===== src/verilog/rct_pkg.sv =====
// Constants and types for the reload countdown timer one block
// How it works
// - Timer0 count low byte is readable, read-only, dynamic.
// - Stop-on-receive bit stops Timer1 after first four received bits.
// - In trimming modes the stop-on-receive bit is ignored.
// - Start mode 00: no automatic start from any protocol event.
// - Start mode 01: start automatically at end of transmission.
// - Start mode 10: trimming, start/stop on trim clock rising edge, underflow halts without reload.
// - Start mode 11: trimming, start/stop on trim clock rising edge, underflow allowed.
// - Auto reload set: at zero, reload and keep counting, except in start mode 10, which halts holding zero.
// - Auto reload clear: count to zero, then halt holding zero.
// - Every underflow sets the underflow flag.
// - Clock select 00 is 13.56 MHz tick, 01 is 211.875 kHz tick.
// - Clock select 10 uses Timer0 underflow, 11 Timer2 underflow.
// - Every start event loads the counter from the reload bytes.
// - Reload writes do not disturb a running count.
// - Timer1 count high and low bytes are readable, read-only.
// - Software writes change the running flag only when its write enable bit is written one.
package rct_pkg;
  localparam logic [7:0] ADDR_T0_LOW = 8'h13;
  localparam logic [7:0] ADDR_T1_CTRL = 8'h14;
  localparam logic [7:0] ADDR_T1_RELOAD_HI = 8'h15;
  localparam logic [7:0] ADDR_T1_RELOAD_LO = 8'h16;
  localparam logic [7:0] ADDR_T1_COUNT_HI = 8'h17;
  localparam logic [7:0] ADDR_T1_COUNT_LO = 8'h18;
  localparam logic [7:0] ADDR_TIMER_CTRL = 8'h30;
  localparam logic [7:0] ADDR_IRQ_STATUS = 8'h31;
  localparam logic [7:0] ADDR_IRQ_MASK = 8'h32;
  localparam int BIT_STOP_RX = 7;
  localparam int BIT_START_HI = 5;
  localparam int BIT_START_LO = 4;
  localparam int BIT_AUTO_RELOAD = 3;
  localparam int BIT_CLK_HI = 1;
  localparam int BIT_CLK_LO = 0;
  localparam int BIT_RUNNING = 5;
  localparam int BIT_RUN_WE = 1;
  localparam logic [7:0] CTRL_WRITE_MASK = 8'hbb;
  localparam logic [7:0] CTRL_RESET = 8'h00;
  localparam logic [15:0] RELOAD_RESET = 16'h0000;
  localparam int RX_STOP_BITS = 4;
  // Tick rates in kHz and Hz; divider derived from the 125 MHz system clock
  localparam int CLK_KHZ = 125000;
  localparam int FAST_TICK_KHZ = 13560;
  localparam int SLOW_TICK_HZ = 211875;
  localparam int FAST_DIV = CLK_KHZ / FAST_TICK_KHZ;
  localparam int SLOW_DIV = (CLK_KHZ * 1000) / SLOW_TICK_HZ;
  typedef enum logic [1:0] {START_NONE, START_TX_END, START_TRIM, START_TRIM_UF} rct_start_t;
  typedef enum logic [1:0] {CLK_FAST, CLK_SLOW, CLK_T0_UF, CLK_T2_UF} rct_clk_t;
  typedef struct packed {
    logic stop_on_rx;
    rct_start_t start_mode;
    logic auto_reload;
    rct_clk_t clk_sel;
  } rct_ctrl_t;
  typedef struct packed {
    logic [7:0] addr;
    logic [7:0] wdata;
    logic wr;
    logic rd;
  } rct_bus_t;
endpackage


===== src/verilog/rct_timer1.sv =====
// Timer1 countdown timer with register port and underflow interrupt
//
// The strobed register port was chosen for this implementation.
`timescale 1ns/100ps
module rct_timer1
  import rct_pkg::*;
(
  // Clock and reset
  input wire logic clk,
  input wire logic rst_n,
  // Register port
  input wire rct_bus_t bus,
  output logic [7:0] rdata,
  // Protocol and neighbour timer events, same clock domain
  input wire logic tx_done,
  input wire logic rx_bit,
  input wire logic rx_frame_start,
  input wire logic [15:0] timer0_count,
  input wire logic timer0_underflow,
  input wire logic timer2_underflow,
  // Trimmed oscillator pin, asynchronous
  input wire logic lfo_clk_pin,
  // Status out
  output logic timer1_underflow,
  output logic irq
);
  rct_ctrl_t ctrl_r;
  logic [15:0] reload_r;
  logic [15:0] count_r;
  logic running_r;
  logic underflow_flag_r;
  logic mask_r;
  logic [2:0] rx_cnt_r;
  logic [7:0] fast_div_r;
  logic [15:0] slow_div_r;
  logic fast_tick;
  logic slow_tick;
  logic tick;
  logic [1:0] lfo_sync_r;
  logic lfo_prev_r;
  logic lfo_rise;
  logic trim_mode;
  logic rx_stop;
  logic zero_hit;
  logic start_evt;
  logic sw_run_we;
  logic [7:0] rdata_nxt;

  function automatic logic hit(input rct_bus_t b, input logic [7:0] a);
    return b.wr && b.addr == a;
  endfunction

  // Dividers for the two internal tick rates; approximate since 125 MHz is not a multiple
  always_ff @(posedge clk or negedge rst_n) begin
    if (!rst_n) begin
      fast_div_r <= 8'h00;
      slow_div_r <= 16'h0000;
    end else begin
      fast_div_r <= fast_tick ? 8'h00 : fast_div_r + 8'h01;
      slow_div_r <= slow_tick ? 16'h0000 : slow_div_r + 16'h0001;
    end
  end
  assign fast_tick = fast_div_r == 8'(FAST_DIV - 1);
  assign slow_tick = slow_div_r == 16'(SLOW_DIV - 1);

  // Tick source mux, cascading from neighbour timers
  always_comb begin
    unique case (ctrl_r.clk_sel)
      CLK_FAST: tick = fast_tick;
      CLK_SLOW: tick = slow_tick;
      CLK_T0_UF: tick = timer0_underflow;
      CLK_T2_UF: tick = timer2_underflow;
    endcase
  end

  // Two-stage synchroniser for the trim oscillator, edge taken after stage two
  always_ff @(posedge clk or negedge rst_n) begin
    if (!rst_n) begin
      lfo_sync_r <= 2'b00;
      lfo_prev_r <= 1'b0;
    end else begin
      lfo_sync_r <= {lfo_sync_r[0], lfo_clk_pin};
      lfo_prev_r <= lfo_sync_r[1];
    end
  end
  assign lfo_rise = lfo_sync_r[1] && !lfo_prev_r;

  // Count received bits of a frame for the early stop
  always_ff @(posedge clk or negedge rst_n) begin
    if (!rst_n) begin
      rx_cnt_r <= 3'h0;
    end else if (rx_frame_start) begin
      rx_cnt_r <= 3'h0;
    end else if (rx_bit && rx_cnt_r != 3'(RX_STOP_BITS)) begin
      rx_cnt_r <= rx_cnt_r + 3'h1;
    end
  end

  assign trim_mode = ctrl_r.start_mode == START_TRIM || ctrl_r.start_mode == START_TRIM_UF;
  // Stop when the fourth bit lands; trimming masks the feature
  assign rx_stop = ctrl_r.stop_on_rx && !trim_mode && rx_bit && !rx_frame_start
                   && rx_cnt_r == 3'(RX_STOP_BITS - 1);
  // Automatic start: tx end in mode 01, trim edge when idle in trim modes, none in 00
  assign start_evt = (ctrl_r.start_mode == START_TX_END && tx_done)
                     || (trim_mode && lfo_rise && !running_r);
  assign sw_run_we = hit(bus, ADDR_TIMER_CTRL) && bus.wdata[BIT_RUN_WE];
  assign zero_hit = running_r && tick && count_r == 16'h0000;

  // Control register; reserved bits dropped on write
  always_ff @(posedge clk or negedge rst_n) begin
    if (!rst_n) begin
      ctrl_r <= rct_ctrl_t'(6'h00);
    end else if (hit(bus, ADDR_T1_CTRL)) begin
      ctrl_r <= rct_ctrl_t'({bus.wdata[7], bus.wdata[5:3], bus.wdata[1:0]});
    end
  end

  // Reload bytes only stored; the counter picks them up at a start
  always_ff @(posedge clk or negedge rst_n) begin
    if (!rst_n) begin
      reload_r <= RELOAD_RESET;
    end else begin
      if (hit(bus, ADDR_T1_RELOAD_HI)) begin
        reload_r[15:8] <= bus.wdata;
      end
      if (hit(bus, ADDR_T1_RELOAD_LO)) begin
        reload_r[7:0] <= bus.wdata;
      end
    end
  end

  // Run state: software write wins first, then the trim edge stop, then starts, then the receive and zero stops
  always_ff @(posedge clk or negedge rst_n) begin
    if (!rst_n) begin
      running_r <= 1'b0;
    end else if (sw_run_we) begin
      running_r <= bus.wdata[BIT_RUNNING];
    end else if (trim_mode && lfo_rise && running_r) begin
      running_r <= 1'b0;
    end else if (start_evt) begin
      running_r <= 1'b1;
    end else if (rx_stop) begin
      running_r <= 1'b0;
    end else if (zero_hit && !(ctrl_r.auto_reload && ctrl_r.start_mode != START_TRIM)) begin
      running_r <= 1'b0;
    end
  end

  // Counter: load on start, decrement per tick, reload at zero when allowed
  always_ff @(posedge clk or negedge rst_n) begin
    if (!rst_n) begin
      count_r <= 16'h0000;
    end else if (start_evt || (sw_run_we && bus.wdata[BIT_RUNNING])) begin
      count_r <= reload_r;
    end else if (zero_hit) begin
      if (ctrl_r.auto_reload && ctrl_r.start_mode != START_TRIM) begin
        count_r <= reload_r;
      end else begin
        count_r <= 16'h0000;
      end
    end else if (running_r && tick && !rx_stop) begin
      count_r <= count_r - 16'h0001;
    end
  end

  // Underflow pulse, sticky flag with write-one-to-clear where set wins, and mask
  always_ff @(posedge clk or negedge rst_n) begin
    if (!rst_n) begin
      timer1_underflow <= 1'b0;
      underflow_flag_r <= 1'b0;
      mask_r <= 1'b0;
      irq <= 1'b0;
    end else begin
      timer1_underflow <= zero_hit;
      if (zero_hit) begin
        underflow_flag_r <= 1'b1;
      end else if (hit(bus, ADDR_IRQ_STATUS) && bus.wdata[0]) begin
        underflow_flag_r <= 1'b0;
      end
      if (hit(bus, ADDR_IRQ_MASK)) begin
        mask_r <= bus.wdata[0];
      end
      irq <= (underflow_flag_r || zero_hit) && mask_r;
    end
  end

  // Read mux; unmapped addresses return zero
  always_comb begin
    rdata_nxt = 8'h00;
    unique case (bus.addr)
      ADDR_T0_LOW: rdata_nxt = timer0_count[7:0];
      ADDR_T1_CTRL: rdata_nxt = {ctrl_r.stop_on_rx, 1'b0, ctrl_r.start_mode,
                                 ctrl_r.auto_reload, 1'b0, ctrl_r.clk_sel};
      ADDR_T1_RELOAD_HI: rdata_nxt = reload_r[15:8];
      ADDR_T1_RELOAD_LO: rdata_nxt = reload_r[7:0];
      ADDR_T1_COUNT_HI: rdata_nxt = count_r[15:8];
      ADDR_T1_COUNT_LO: rdata_nxt = count_r[7:0];
      ADDR_TIMER_CTRL: rdata_nxt = 8'(running_r) << BIT_RUNNING;
      ADDR_IRQ_STATUS: rdata_nxt = {7'h00, underflow_flag_r};
      ADDR_IRQ_MASK: rdata_nxt = {7'h00, mask_r};
      default: rdata_nxt = 8'h00;
    endcase
  end

  // Read data registered, valid the cycle after the strobe
  always_ff @(posedge clk or negedge rst_n) begin
    if (!rst_n) begin
      rdata <= 8'h00;
    end else if (bus.rd) begin
      rdata <= rdata_nxt;
    end
  end
endmodule

===== config.mk =====
export PLATFORM = sky130hd
export DESIGN_NAME = rct_timer1
export DESIGN_NICKNAME = d
export VERILOG_FILES = /design/src/verilog/rct_pkg.sv /design/src/verilog/rct_timer1.sv
export SDC_FILE = /design/constraint.sdc
export NUM_CORES = 1
export LEC_CHECK = 0
export ABC_AREA = 1
export BUFFER_PORTS_ARGS = -buffer_cell sky130_fd_sc_hd__buf_2
export CORE_MARGIN = 8
export CORE_UTILIZATION = 47
export CTS_CLUSTER_SIZE = 12
export DETAILED_ROUTE_END_ITERATION = 16
export GPL_ROUTABILITY_DRIVEN = 0
export GPL_TIMING_DRIVEN = 0
export PLACE_DENSITY = 0.63
export SYNTH_ARGS = -nofsm -noshare
export SYNTH_HDL_FRONTEND = slang
export SYNTH_SLANG_ARGS = --single-unit

===== constraint.sdc =====
create_clock -name clk -period 4.2 [get_ports clk]
set_clock_uncertainty 0.2 [all_clocks]
set_input_delay 0.42 -clock clk [delete_from_list [all_inputs] [get_ports clk]]
set_output_delay 0.42 -clock clk [all_outputs]
set_load 0.02 [all_outputs]

==> results of run 1 <==
power by group through the flow:
stage | clock network, mW | registers (mW) | logic (mW)
after global routing | 0.737 | 0.978 | 0.838
after floorplan | 0 | 0.946 | 0.541
after detailed placement | 0 | 0.978 | 0.716
final | 0.693 | 0.965 | 0.729
after CTS | 0.709 | 0.963 | 0.724
after global placement | 0 | 0.976 | 0.707
cell usage in the layout, fill, tap and decap left out, types with 4 or more instances in the layout:
cell	instances
nand2_1	196
inv_1	111
dfrtp_1	81
nor2_1	80
nand3_1	49
buf_2	47
o21ai_0	38
nand4_1	27
xor2_1	17
o22ai_1	14
a21oi_1	12
ha_1	9
clkbuf_8	9
nor3_1	7
nor2_2	6
clkbuf_1	6
buf_6	4
final timing paths:
kind / startpoint / endpoint / cells past startpoint
worst max-delay path: count_r[0]$_DFFE_PN0P_ / count_r[7]$_DFFE_PN0P_ / 12
worst min-delay path: rx_frame_start / rx_cnt_r[1]$_DFFE_PN0P_ / 2
worst max register to register: count_r[0]$_DFFE_PN0P_ / count_r[7]$_DFFE_PN0P_ / 12
worst min register to register: lfo_sync_r[0]$_DFF_PN0_ / lfo_sync_r[1]$_DFF_PN0_ / 0
max in group asynchronous: rst_n / reload_r[8]$_DFFE_PN0P_ / 3
min in group asynchronous: rst_n / slow_div_r[14]$_DFF_PN0_ / 2
metal layers:
| metal | vias up | GRT usage (%) |
|---|---|---|
| met5 | - | 0 |
| met3 | 22 | 3.05 |
| li1 | 2307 | - |
| met4 | 0 | 8.57 |
| met1 | 2127 | 25.7 |
| met2 | 90 | 28.7 |
critical path: stages, from the launching register on:
cell	delay, ps
dfrtp_1	380
inv_1	210
ha_1	270
inv_1	60
nor2_1	100
nand2_1	90
nor2_4	210
nand3_4	190
buf_2	260
nand2_1	80
nand3_1	60
nand3_1	100
nand2_1	60
kinds of logic (layout without fill, tap and decap cells):
| family | after synthesis | after routing | share of synthesized area [%] |
|---|---|---|---|
| compound gates | 72 | 72 | 8.10 |
| xor+xnor | 18 | 18 | 3.21 |
| fa+ha+maj | 9 | 9 | 2.29 |
| buf+inv | 131 | 192 | 10.9 |
| flops | 81 | 81 | 41.3 |
| simple gates | 383 | 383 | 34.2 |
final cells by class:
class / count / area (sq um) / area share, %
plain buffers: 16 / 101 / 1.82
clock buffers: 11 / 131 / 2.36
clock inverters: 5 / 104 / 1.86
inverters: 115 / 434 / 7.79
multi-input cells: 482 / 2350 / 42.1
flip-flops and latches: 81 / 2030 / 36.4
well taps: 136 / 170 / 3.05
repair buffers: 45 / 260 / 4.67
sequential cells by signal (all words and copies together) (netlist names), 2 cells and up:
signal,count
count_r,16
ctrl_r,6
fast_div_r,8
lfo_sync_r,2
rdata,8
reload_r,16
rx_cnt_r,3
slow_div_r,16
per-stage QoR:
step	area [sq um]	hold slack (ps)	utilization [%]
3_3_place_gp	5290	132	51.7
6_report	5580	50.6	54.5
4_1_cts	5580	35.4	54.5
5_1_grt	5580	47.0	54.5
2_1_floorplan	4910	-75.6	-
3_5_place_dp	5320	136	52.0
==> impl_metrics.csv, run 1 <==
group,metric,value,unit
grt,grt.total_usage,18.8,%
routing,dr_wl_met2,5770,microns
yosys,ys_types,36,
routing,wire_per_inst,14.4,microns
setup_path,worstPathRequired,4260,ps
setup_path,start_kind,"flip-flop",
routing,wl_met1,6250,microns
setup_path,worstPathMaxFanout,10,
yosys,synthFlopType,"dfrtp_1",
timing,min_period,2360,ps
yosys,synth_edf_count,0,
yosys,synth_common_cells,"196 x nand2_1, 111 x inv_1, 81 x dfrtp_1, 80 x nor2_1, 49 x nand3_1",
routing,top_layer,"met4",
clock_network,htree_levels,3,
pwr,p_clk_share,29.0,%
yosys,ys.warnings.count,0,
setup_path,r2r_slack,1840,ps
yosys,synth_top_area_share,41.3,%
yosys,synth_area_leader_cell,"dfrtp_1",
routing,vias,4546,
pwr,ir_drop,0.000200,V
timing,hold_viol,0,
yosys,postSynthAreaPerCell,7.07,sq um
pwr,p_switching,868,uW
routing,first_iter_violations,413,
min_path,holdCritPathClass,"in2reg",
routing,drc,0,
yosys,synth_seq_cells,81,
pwr,p_per_area,428,nW/um^2
setup_path,critPathKind,"reg2reg",
layout,area_growth,13.6,%
routing,final_antenna_net_count,0,
pwr,power.total,2.39,mW
die,start_util,48.0,%
yosys,yosysSeqAreaShare,41.3,%
routing,wl_met3,534,microns
clock_network,cts.path.max_buffers,2,
pwr,switching_share,36.4,%
run,drv_cap,0,
placement,io_buffers,42,
clock_network,clk_latency,370,ps
placement,post-place-ws,1850,ps
pwr,pwr-share-seq,40.4,%
routing,post_drt_via_cell_ratio,5.10,
yosys,yosys-top-cells-area,"dfrtp_1 41%, nand2_1 15%, inv_1 8.5%",
layout,fin_cells,891,
clock_network,ctsResizeCount,0,
die,die_width,118,microns
setup_path,arrival,2420,ps
timing,setup_violations,0,
die,core_area,10200,sq um
timing,rsz0062_at_grt,"false",
yosys,syn_inst,694,
setup_path,cp-end-kind,"flip-flop",
routing,drt_pre_antenna_iters,5,
timing,drv_slew,0,
routing,wl,12800,microns
clock_network,cts_tree,"yes",
clock_network,cts_buffers,9,
timing,min_period_over_period,56.3,%
clock_network,cts.clk_slew.worst_paths,80,ps
grt,antenna_found_initial,0,
yosys,yosysMostFrequentCell,"nand2_1",
grt,grt_pass1_vias,4401,
grt,grt_max_degree,52,
clock_network,post_cts_buffers,0,
yosys,syn_area,4910,sq um
placement,place_inst,873,
grt,grt_pass1_wl,21500,microns
die,die_h,118,microns
die,num_io_pins,52,
clock_network,cts_sinks,81,
placement,post-dp-hpwl,10000,microns
timing,finalSetupTns,0,ps
timing,slew_headroom,64.5,%
layout,insertedDiodeCount,0,
clock_network,cts_hold_buf,2,
pwr,internal_power,1.52,mW
yosys,async_flop_share,100,%
layout,nNetsFinal,801,
outcome,status,"finished, final reports clean",
pwr,power.leakage,2.91,nW
die,die_area,14000,sq um
layout,n_fill_cell,1013,
timing,max_freq,423,MHz
die,row_count,37,
timing,worst_pin_slew,530,ps
grt,overflow,0,
yosys,syn-num-nets,745,
clock_network,root_buffer,"clkbuf_8",
pwr,p_comb_share,30.5,%
timing,worst_slack,1840,ps
layout,drive_above_1_share,11.7,%
Note: power is estimated with default switching activity, not from simulation.
==> run 2, diff against run 1 <==
==> constraint.sdc (replaced) <==
create_clock -name clk -period 2.39 [get_ports clk]
set_clock_uncertainty 0.2 [all_clocks]
set_input_delay 0.239 -clock clk [delete_from_list [all_inputs] [get_ports clk]]
set_output_delay 0.239 -clock clk [all_outputs]
set_load 0.02 [all_outputs]
==> run 2 against run 1 <==
Against the previous run: design area rose by 2.0%; global-route usage grew 0.061 points; first-iteration DRC count shrank 19%; total power rose by 77%; via count grew 2.3%; fmax grew 5.4%.
==> impl_metrics.csv, run 2 (synthesized netlist as in run 1, its figures left out) <==
group,metric,value,unit
timing,slew_headroom,63.3,%
layout,nNetsFinal,811,
layout,reg_top3,"count_r (16), reload_r (16), slow_div_r (16)",
setup_path,arrival,2300,ps
pwr,power.leakage,2.95,nW
min_path,holdCritPathClass,"in2reg",
timing,max_freq,446,MHz
layout,n_fill_cell,999,
clock_network,cts.path.max_buffers,2,
layout,fin_cells,901,
clock_network,clk_latency,370,ps
grt,grt_max_degree,52,
routing,drt_pre_antenna_iters,5,
layout,final_common_cell,"nand2_1",
die,num_io_pins,52,
pwr,ir_drop,0.000357,V
timing,worst_pin_slew,548,ps
routing,wire_per_inst,14.4,microns
die,die_h,118,microns
layout,multi_input_area,2350,sq um
clock_network,cts_buffers,9,
grt,grt_pass1_vias,4424,
min_path,min_from,"bus[0]",
setup_path,worstPathMaxFanout,10,
routing,final_antenna_net_count,0,
clock_network,root_buffer,"clkbuf_8",
die,die_width,118,microns
placement,place_inst,873,
grt,grt_pass1_wl,21500,microns
setup_path,start_kind,"flip-flop",
clock_network,cts_sinks,81,
placement,place_area,5320,sq um
routing,wl,12900,microns
layout,final_area,5690,sq um
timing,rsz0062_at_grt,"false",
grt,antenna_found_initial,0,
layout,layout_common_cells,"196 x nand2_1, 110 x inv_1, 81 x dfrtp_1",
routing,post_drt_via_cell_ratio,5.16,
clock_network,cts_tree,"yes",
timing,drv_slew,0,
grt,grt.total_usage,18.8,%
setup_path,critPathKind,"reg2reg",
die,start_util,48.0,%
routing,vias,4650,
setup_path,reg2reg_from,"fast_div_r[0]$_DFF_PN0_",
timing,finalSetupTns,0,ps
layout,drive_above_1_share,12.0,%
timing,hold_viol,0,
layout,insertedDiodeCount,0,
pwr,p_per_area,743,nW/um^2
placement,io_buffers,42,
outcome,status,"finished, final reports clean",
die,die_area,14000,sq um
grt,overflow,0,
layout,area_growth,15.8,%
clock_network,cts.clk_slew.worst_paths,90,ps
layout,seqCellArea,2030,sq um
timing,min_period,2240,ps
die,row_count,37,
timing,min_period_over_period,93.8,%
timing,setup_violations,0,
die,core_area,10200,sq um
routing,drc,0,
clock_network,htree_levels,3,
setup_path,cp-startpoint,"fast_div_r[0]$_DFF_PN0_",
routing,first_iter_violations,334,
run,drv_cap,0,
setup_path,cp-end-kind,"flip-flop",
placement,post-dp-hpwl,10000,microns
setup_path,worstPathRequired,2440,ps
-- run 2: cell types whose count changed in the layout (fill, tap and decap cells not counted) --
cell	before	now
buf_2	47	45
buf_4	2	3
buf_6	4	5
clkbuf_4	0	1
dlygate4sd3_1	2	11
ha_1	9	8
ha_2	0	1
inv_1	111	110
inv_2	3	4
nor2_1	80	79
nor2_2	6	7
-- run 2: cell type report --
cell class | count | area share [%]
buffer | 16 | 1.94
clock buffer | 11 | 2.31
clock inverter | 5 | 1.83
inverter | 115 | 7.63
multi-input combinational | 482 | 41.4
sequential | 81 | 35.6
tap | 136 | 2.99
timing repair buffer | 55 | 6.29
-- run 2: where the power goes --
group | total (mW) | internal (mW) | leakage, nW | switching [mW]
registers | 1.70 | 1.52 | 1.08 | 0.177
clock network | 1.22 | 0.695 | 0.118 | 0.520
logic | 1.31 | 0.471 | 1.76 | 0.839
total | 4.23 | 2.69 | 2.95 | 1.54
-- run 2: metrics by stage --
stage	util (%)	power (mW)	hold slack [ps]	worst slack [ps]
4_1_cts	55.4	4.22	9.72	26.2
5_1_grt	55.6	4.51	51.1	3.45
3_5_place_dp	52.0	2.98	10.4	45.6
2_1_floorplan	-	2.61	-257	406
6_report	55.6	4.23	23.1	148
3_3_place_gp	51.7	2.96	132	72.5
-- run 2: path summary, 6_finish.rpt --
check | end | slack, ps | cells after the start
worst max-delay path | running_r$_DFFE_PN0P_ | 150 | 11
worst min-delay path | rdata[0]$_DFFE_PN0P_ | 20 | 3
worst max register to register | running_r$_DFFE_PN0P_ | 150 | 11
worst min register to register | lfo_sync_r[1]$_DFF_PN0_ | 150 | 0
max in group asynchronous | reload_r[8]$_DFFE_PN0P_ | 1250 | 3
min in group asynchronous | slow_div_r[14]$_DFF_PN0_ | 140 | 2
-- run 2: metal layers --
layer / wire [microns] / part of all wire [%] / vias up / global-route usage [%]
met1: 6230 / 48 / 2177 / 25.6
met5: 0 / 0 / - / 0
li1: - / - / 2326 / -
met3: 585 / 4.5 / 24 / 3.14
met2: 5810 / 45 / 123 / 28.9
met4: 310 / 2.4 / 0 / 8.57
-- run 2: critical path: stages, from the launching register on --
cell       delay, ps
dfrtp_1          400
inv_1             90
ha_1             150
nand3_1          110
nor2_2           190
nor2_1            70
nor2_2           160
buf_6            170
buf_2            210
nand4_1          170
o2111ai_1        130
nand2_1           70
-- run 2: repair_timing --
action                                 in CTS  in global routing
endpoints found under the hold margin      58                  0
gates resized for setup                     0                  7
hold buffers                               11                  0
buffers inserted                            0                  1
setup endpoints to repair                   0                 12
==> run 3, diff against run 2 <==
--- a/config.mk
+++ b/config.mk
@@ -5,7 +5,7 @@
 export SDC_FILE = /design/constraint.sdc
 export NUM_CORES = 1
 export LEC_CHECK = 0
-export ABC_AREA = 1
+export ABC_AREA = 0
 export BUFFER_PORTS_ARGS = -buffer_cell sky130_fd_sc_hd__buf_2
 export CORE_MARGIN = 8
 export CORE_UTILIZATION = 47
@@ -13,7 +13,7 @@
 export DETAILED_ROUTE_END_ITERATION = 16
 export GPL_ROUTABILITY_DRIVEN = 0
 export GPL_TIMING_DRIVEN = 0
-export PLACE_DENSITY = 0.63
+export PLACE_DENSITY = 0.64
 export SYNTH_ARGS = -nofsm -noshare
 export SYNTH_HDL_FRONTEND = slang
 export SYNTH_SLANG_ARGS = --single-unit
==> run 3 against run 2 <==
Against the previous run: the flow now finishes with violations (negative setup slack); utilization increased by 1.9 points; area after synthesis decreased by 11%; sequential cell count unchanged; clock-buffer cell count down 1; die area is 9.3% lower; critical path type unchanged; highest routed layer unchanged.
==> impl_metrics.csv, run 3 <==
group,metric,value,unit
outcome,status,"finished, violations left",
outcome,failed_checks,"negative setup slack",
yosys,syn-num-nets,481,
layout,insertedDiodeCount,0,
yosys,syn_inst,430,
setup_path,start_kind,"flip-flop",
setup_path,r2r_end,"count_r[9]$_DFFE_PN0P_",
routing,first_iter_violations,324,
clock_network,cts.path.max_buffers,2,
yosys,yosysSeqAreaShare,46.2,%
layout,utilization,57.5,%
layout,area_growth,20.1,%
timing,slew_headroom,46.1,%
timing,whs,21.0,ps
placement,post-place-ws,-338,ps
routing,wire_per_inst,18.6,microns
yosys,synthFlopType,"dfrtp_1",
yosys,synth_edf_count,0,
placement,post-dp-hpwl,8410,microns
grt,grt.total_usage,18.5,%
grt,overflow,0,
pwr,p_per_area,693,nW/um^2
layout,nNetsFinal,556,
yosys,yosysMostFrequentCell,"dfrtp_1",
pwr,power.leakage,2.34,nW
setup_path,cp-end-kind,"flip-flop",
yosys,synth_seq_cells,81,
layout,reg_top3,"count_r (16), reload_r (16), slow_div_r (16)",
die,die_width,113,microns
grt,grt_pass1_vias,3636,
yosys,ys.warnings.count,0,
grt,grt_pass1_wl,18800,microns
layout,multi_input_area,2320,sq um
setup_path,worstPathMaxFanout,8,
yosys,postSynthAreaPerCell,10.2,sq um
setup_path,critPathKind,"reg2reg",
routing,post_drt_via_cell_ratio,5.93,
clock_network,htree_levels,3,
clock_network,cts_buffers,9,
layout,layout_common_cells,"78 x dfrtp_1, 44 x buf_2, 35 x nor2_1",
routing,final_antenna_net_count,0,
layout,n_fill_cell,803,
pwr,ir_drop,0.000352,V
layout,seqCellArea,2030,sq um
yosys,synth_top_area_share,46.2,%
timing,min_period_over_period,100,%
routing,wl,11600,microns
min_path,holdCritPathClass,"in2reg",
timing,drv_slew,0,
setup_path,worstPathRequired,2410,ps
timing,rsz0062_at_grt,"true",
timing,min_period,2400,ps
setup_path,reg2reg_from,"slow_div_r[0]$_DFF_PN0_",
die,row_count,35,
placement,io_buffers,42,
clock_network,cts_tree,"yes",
die,core_area,9150,sq um
setup_path,cp-startpoint,"slow_div_r[0]$_DFF_PN0_",
clock_network,root_buffer,"clkbuf_8",
yosys,async_flop_share,100,%
grt,antenna_found_initial,0,
setup_path,r2r_cells,10,
routing,drt_pre_antenna_iters,7,
die,die_area,12700,sq um
clock_network,clk_latency,350,ps
die,num_io_pins,52,
yosys,synth_area_leader_cell,"dfrtp_1",
placement,place_area,4760,sq um
die,die_h,113,microns
layout,final_common_cell,"dfrtp_1",
clock_network,cts_sinks,81,
routing,drc,0,
grt,grt_max_degree,48,
layout,final_area,5270,sq um
run,drv_cap,0,
layout,drive_above_1_share,26.1,%
yosys,synth_common_cells,"81 x dfrtp_1, 35 x nor2_1, 33 x nand2_1, 25 x inv_1",
timing,worst_slack,-6.55,ps
timing,hold_viol,0,
routing,vias,3685,
yosys,yosys-top-cells-area,"dfrtp_1 46%, mux2_2 5.6%, nor2_1 3.0%",
setup_path,arrival,2420,ps
yosys,ys_types,57,
setup_path,r2r_slack,-7,ps
timing,setup_violations,1,
timing,worst_pin_slew,802,ps
die,start_util,47.9,%
clock_network,cts.clk_slew.worst_paths,90,ps
timing,max_freq,417,MHz
yosys,syn_area,4390,sq um
setup_path,crit_end,"count_r[9]$_DFFE_PN0P_",
[run 3: cell type report]
class | count | share of cell area (%)
repair buffers | 66 | 8.37
inverters | 25 | 1.78
flip-flops and latches | 81 | 38.6
multi-input cells | 311 | 44.0
plain buffers | 11 | 1.19
clock inverters | 6 | 0.808
well taps | 111 | 2.64
clock buffers | 10 | 2.61
[run 3: power breakdown]
group / leakage (nW) / internal [mW] / switching [mW]
clock network: 0.0887 / 0.408 / 0.514
registers: 1.07 / 1.50 / 0.195
logic: 1.18 / 0.443 / 0.594
[run 3: logic make-up (layout without fill, tap and decap cells)]
group,Yosys count,in the layout,synth area share (%)
compound gates,103,103,16.2
xor+xnor,23,23,4.59
fa+ha+maj,9,9,2.57
buf+inv,38,118,3.85
flops,81,81,46.2
mux,30,30,8.62
simple gates,146,146,18.0
[run 3: routing by layer]
layer  GRT usage (%)  wire (microns)  up-vias
met4            5.85             198        0
met1            25.2            5220     1770
li1                -               -     1734
met5               0               0        -
met2            28.3            5130      161
met3            4.56            1000       20
[run 3: worst max-delay path, stage by stage, from the launching register on]
cell and delay (ps):
dfrtp_1 380, inv_1 60, ha_2 160, nor3b_1 130, and4_4 210, o311a_1 340, buf_6 150, a21o_4 240
buf_6 140, a32oi_2 160, o21ai_1 90
[run 3: timing repair]
action | 4_1_cts | 5_1_grt
endpoints found under the hold margin | 57 | 0
buffers inserted | 7 | 3
resized for setup | 15 | 18
hold buffers | 12 | 0
setup endpoints to repair | 17 | 17
pin swaps | 4 | 9
gates cloned | 1 | 0
[run 3: metrics by stage]
step	cells	total power [mW]	setup TNS (ps)
5_1_grt	621	3.82	-498
4_1_cts	619	3.51	-36.1
6_report	621	3.65	-6.55
3_3_place_gp	583	2.49	-4120
2_1_floorplan	430	2.23	0
3_5_place_dp	584	2.52	-5160
[run 3: how the worst min path moves through the flow]
stage                                               to  depth (start not counted)               startpoint
after detailed placement       fast_div_r[6]$_DFF_PN0_                          1                    rst_n
after global routing      underflow_flag_r$_DFFE_PN0P_                          3                   bus[1]
after floorplan                 count_r[0]$_DFFE_PN0P_                          0                    rst_n
after CTS                 underflow_flag_r$_DFFE_PN0P_                          3                   bus[1]
after global placement         lfo_sync_r[1]$_DFF_PN0_                          0  lfo_sync_r[0]$_DFF_PN0_
final                     underflow_flag_r$_DFFE_PN0P_                          3                   bus[1]
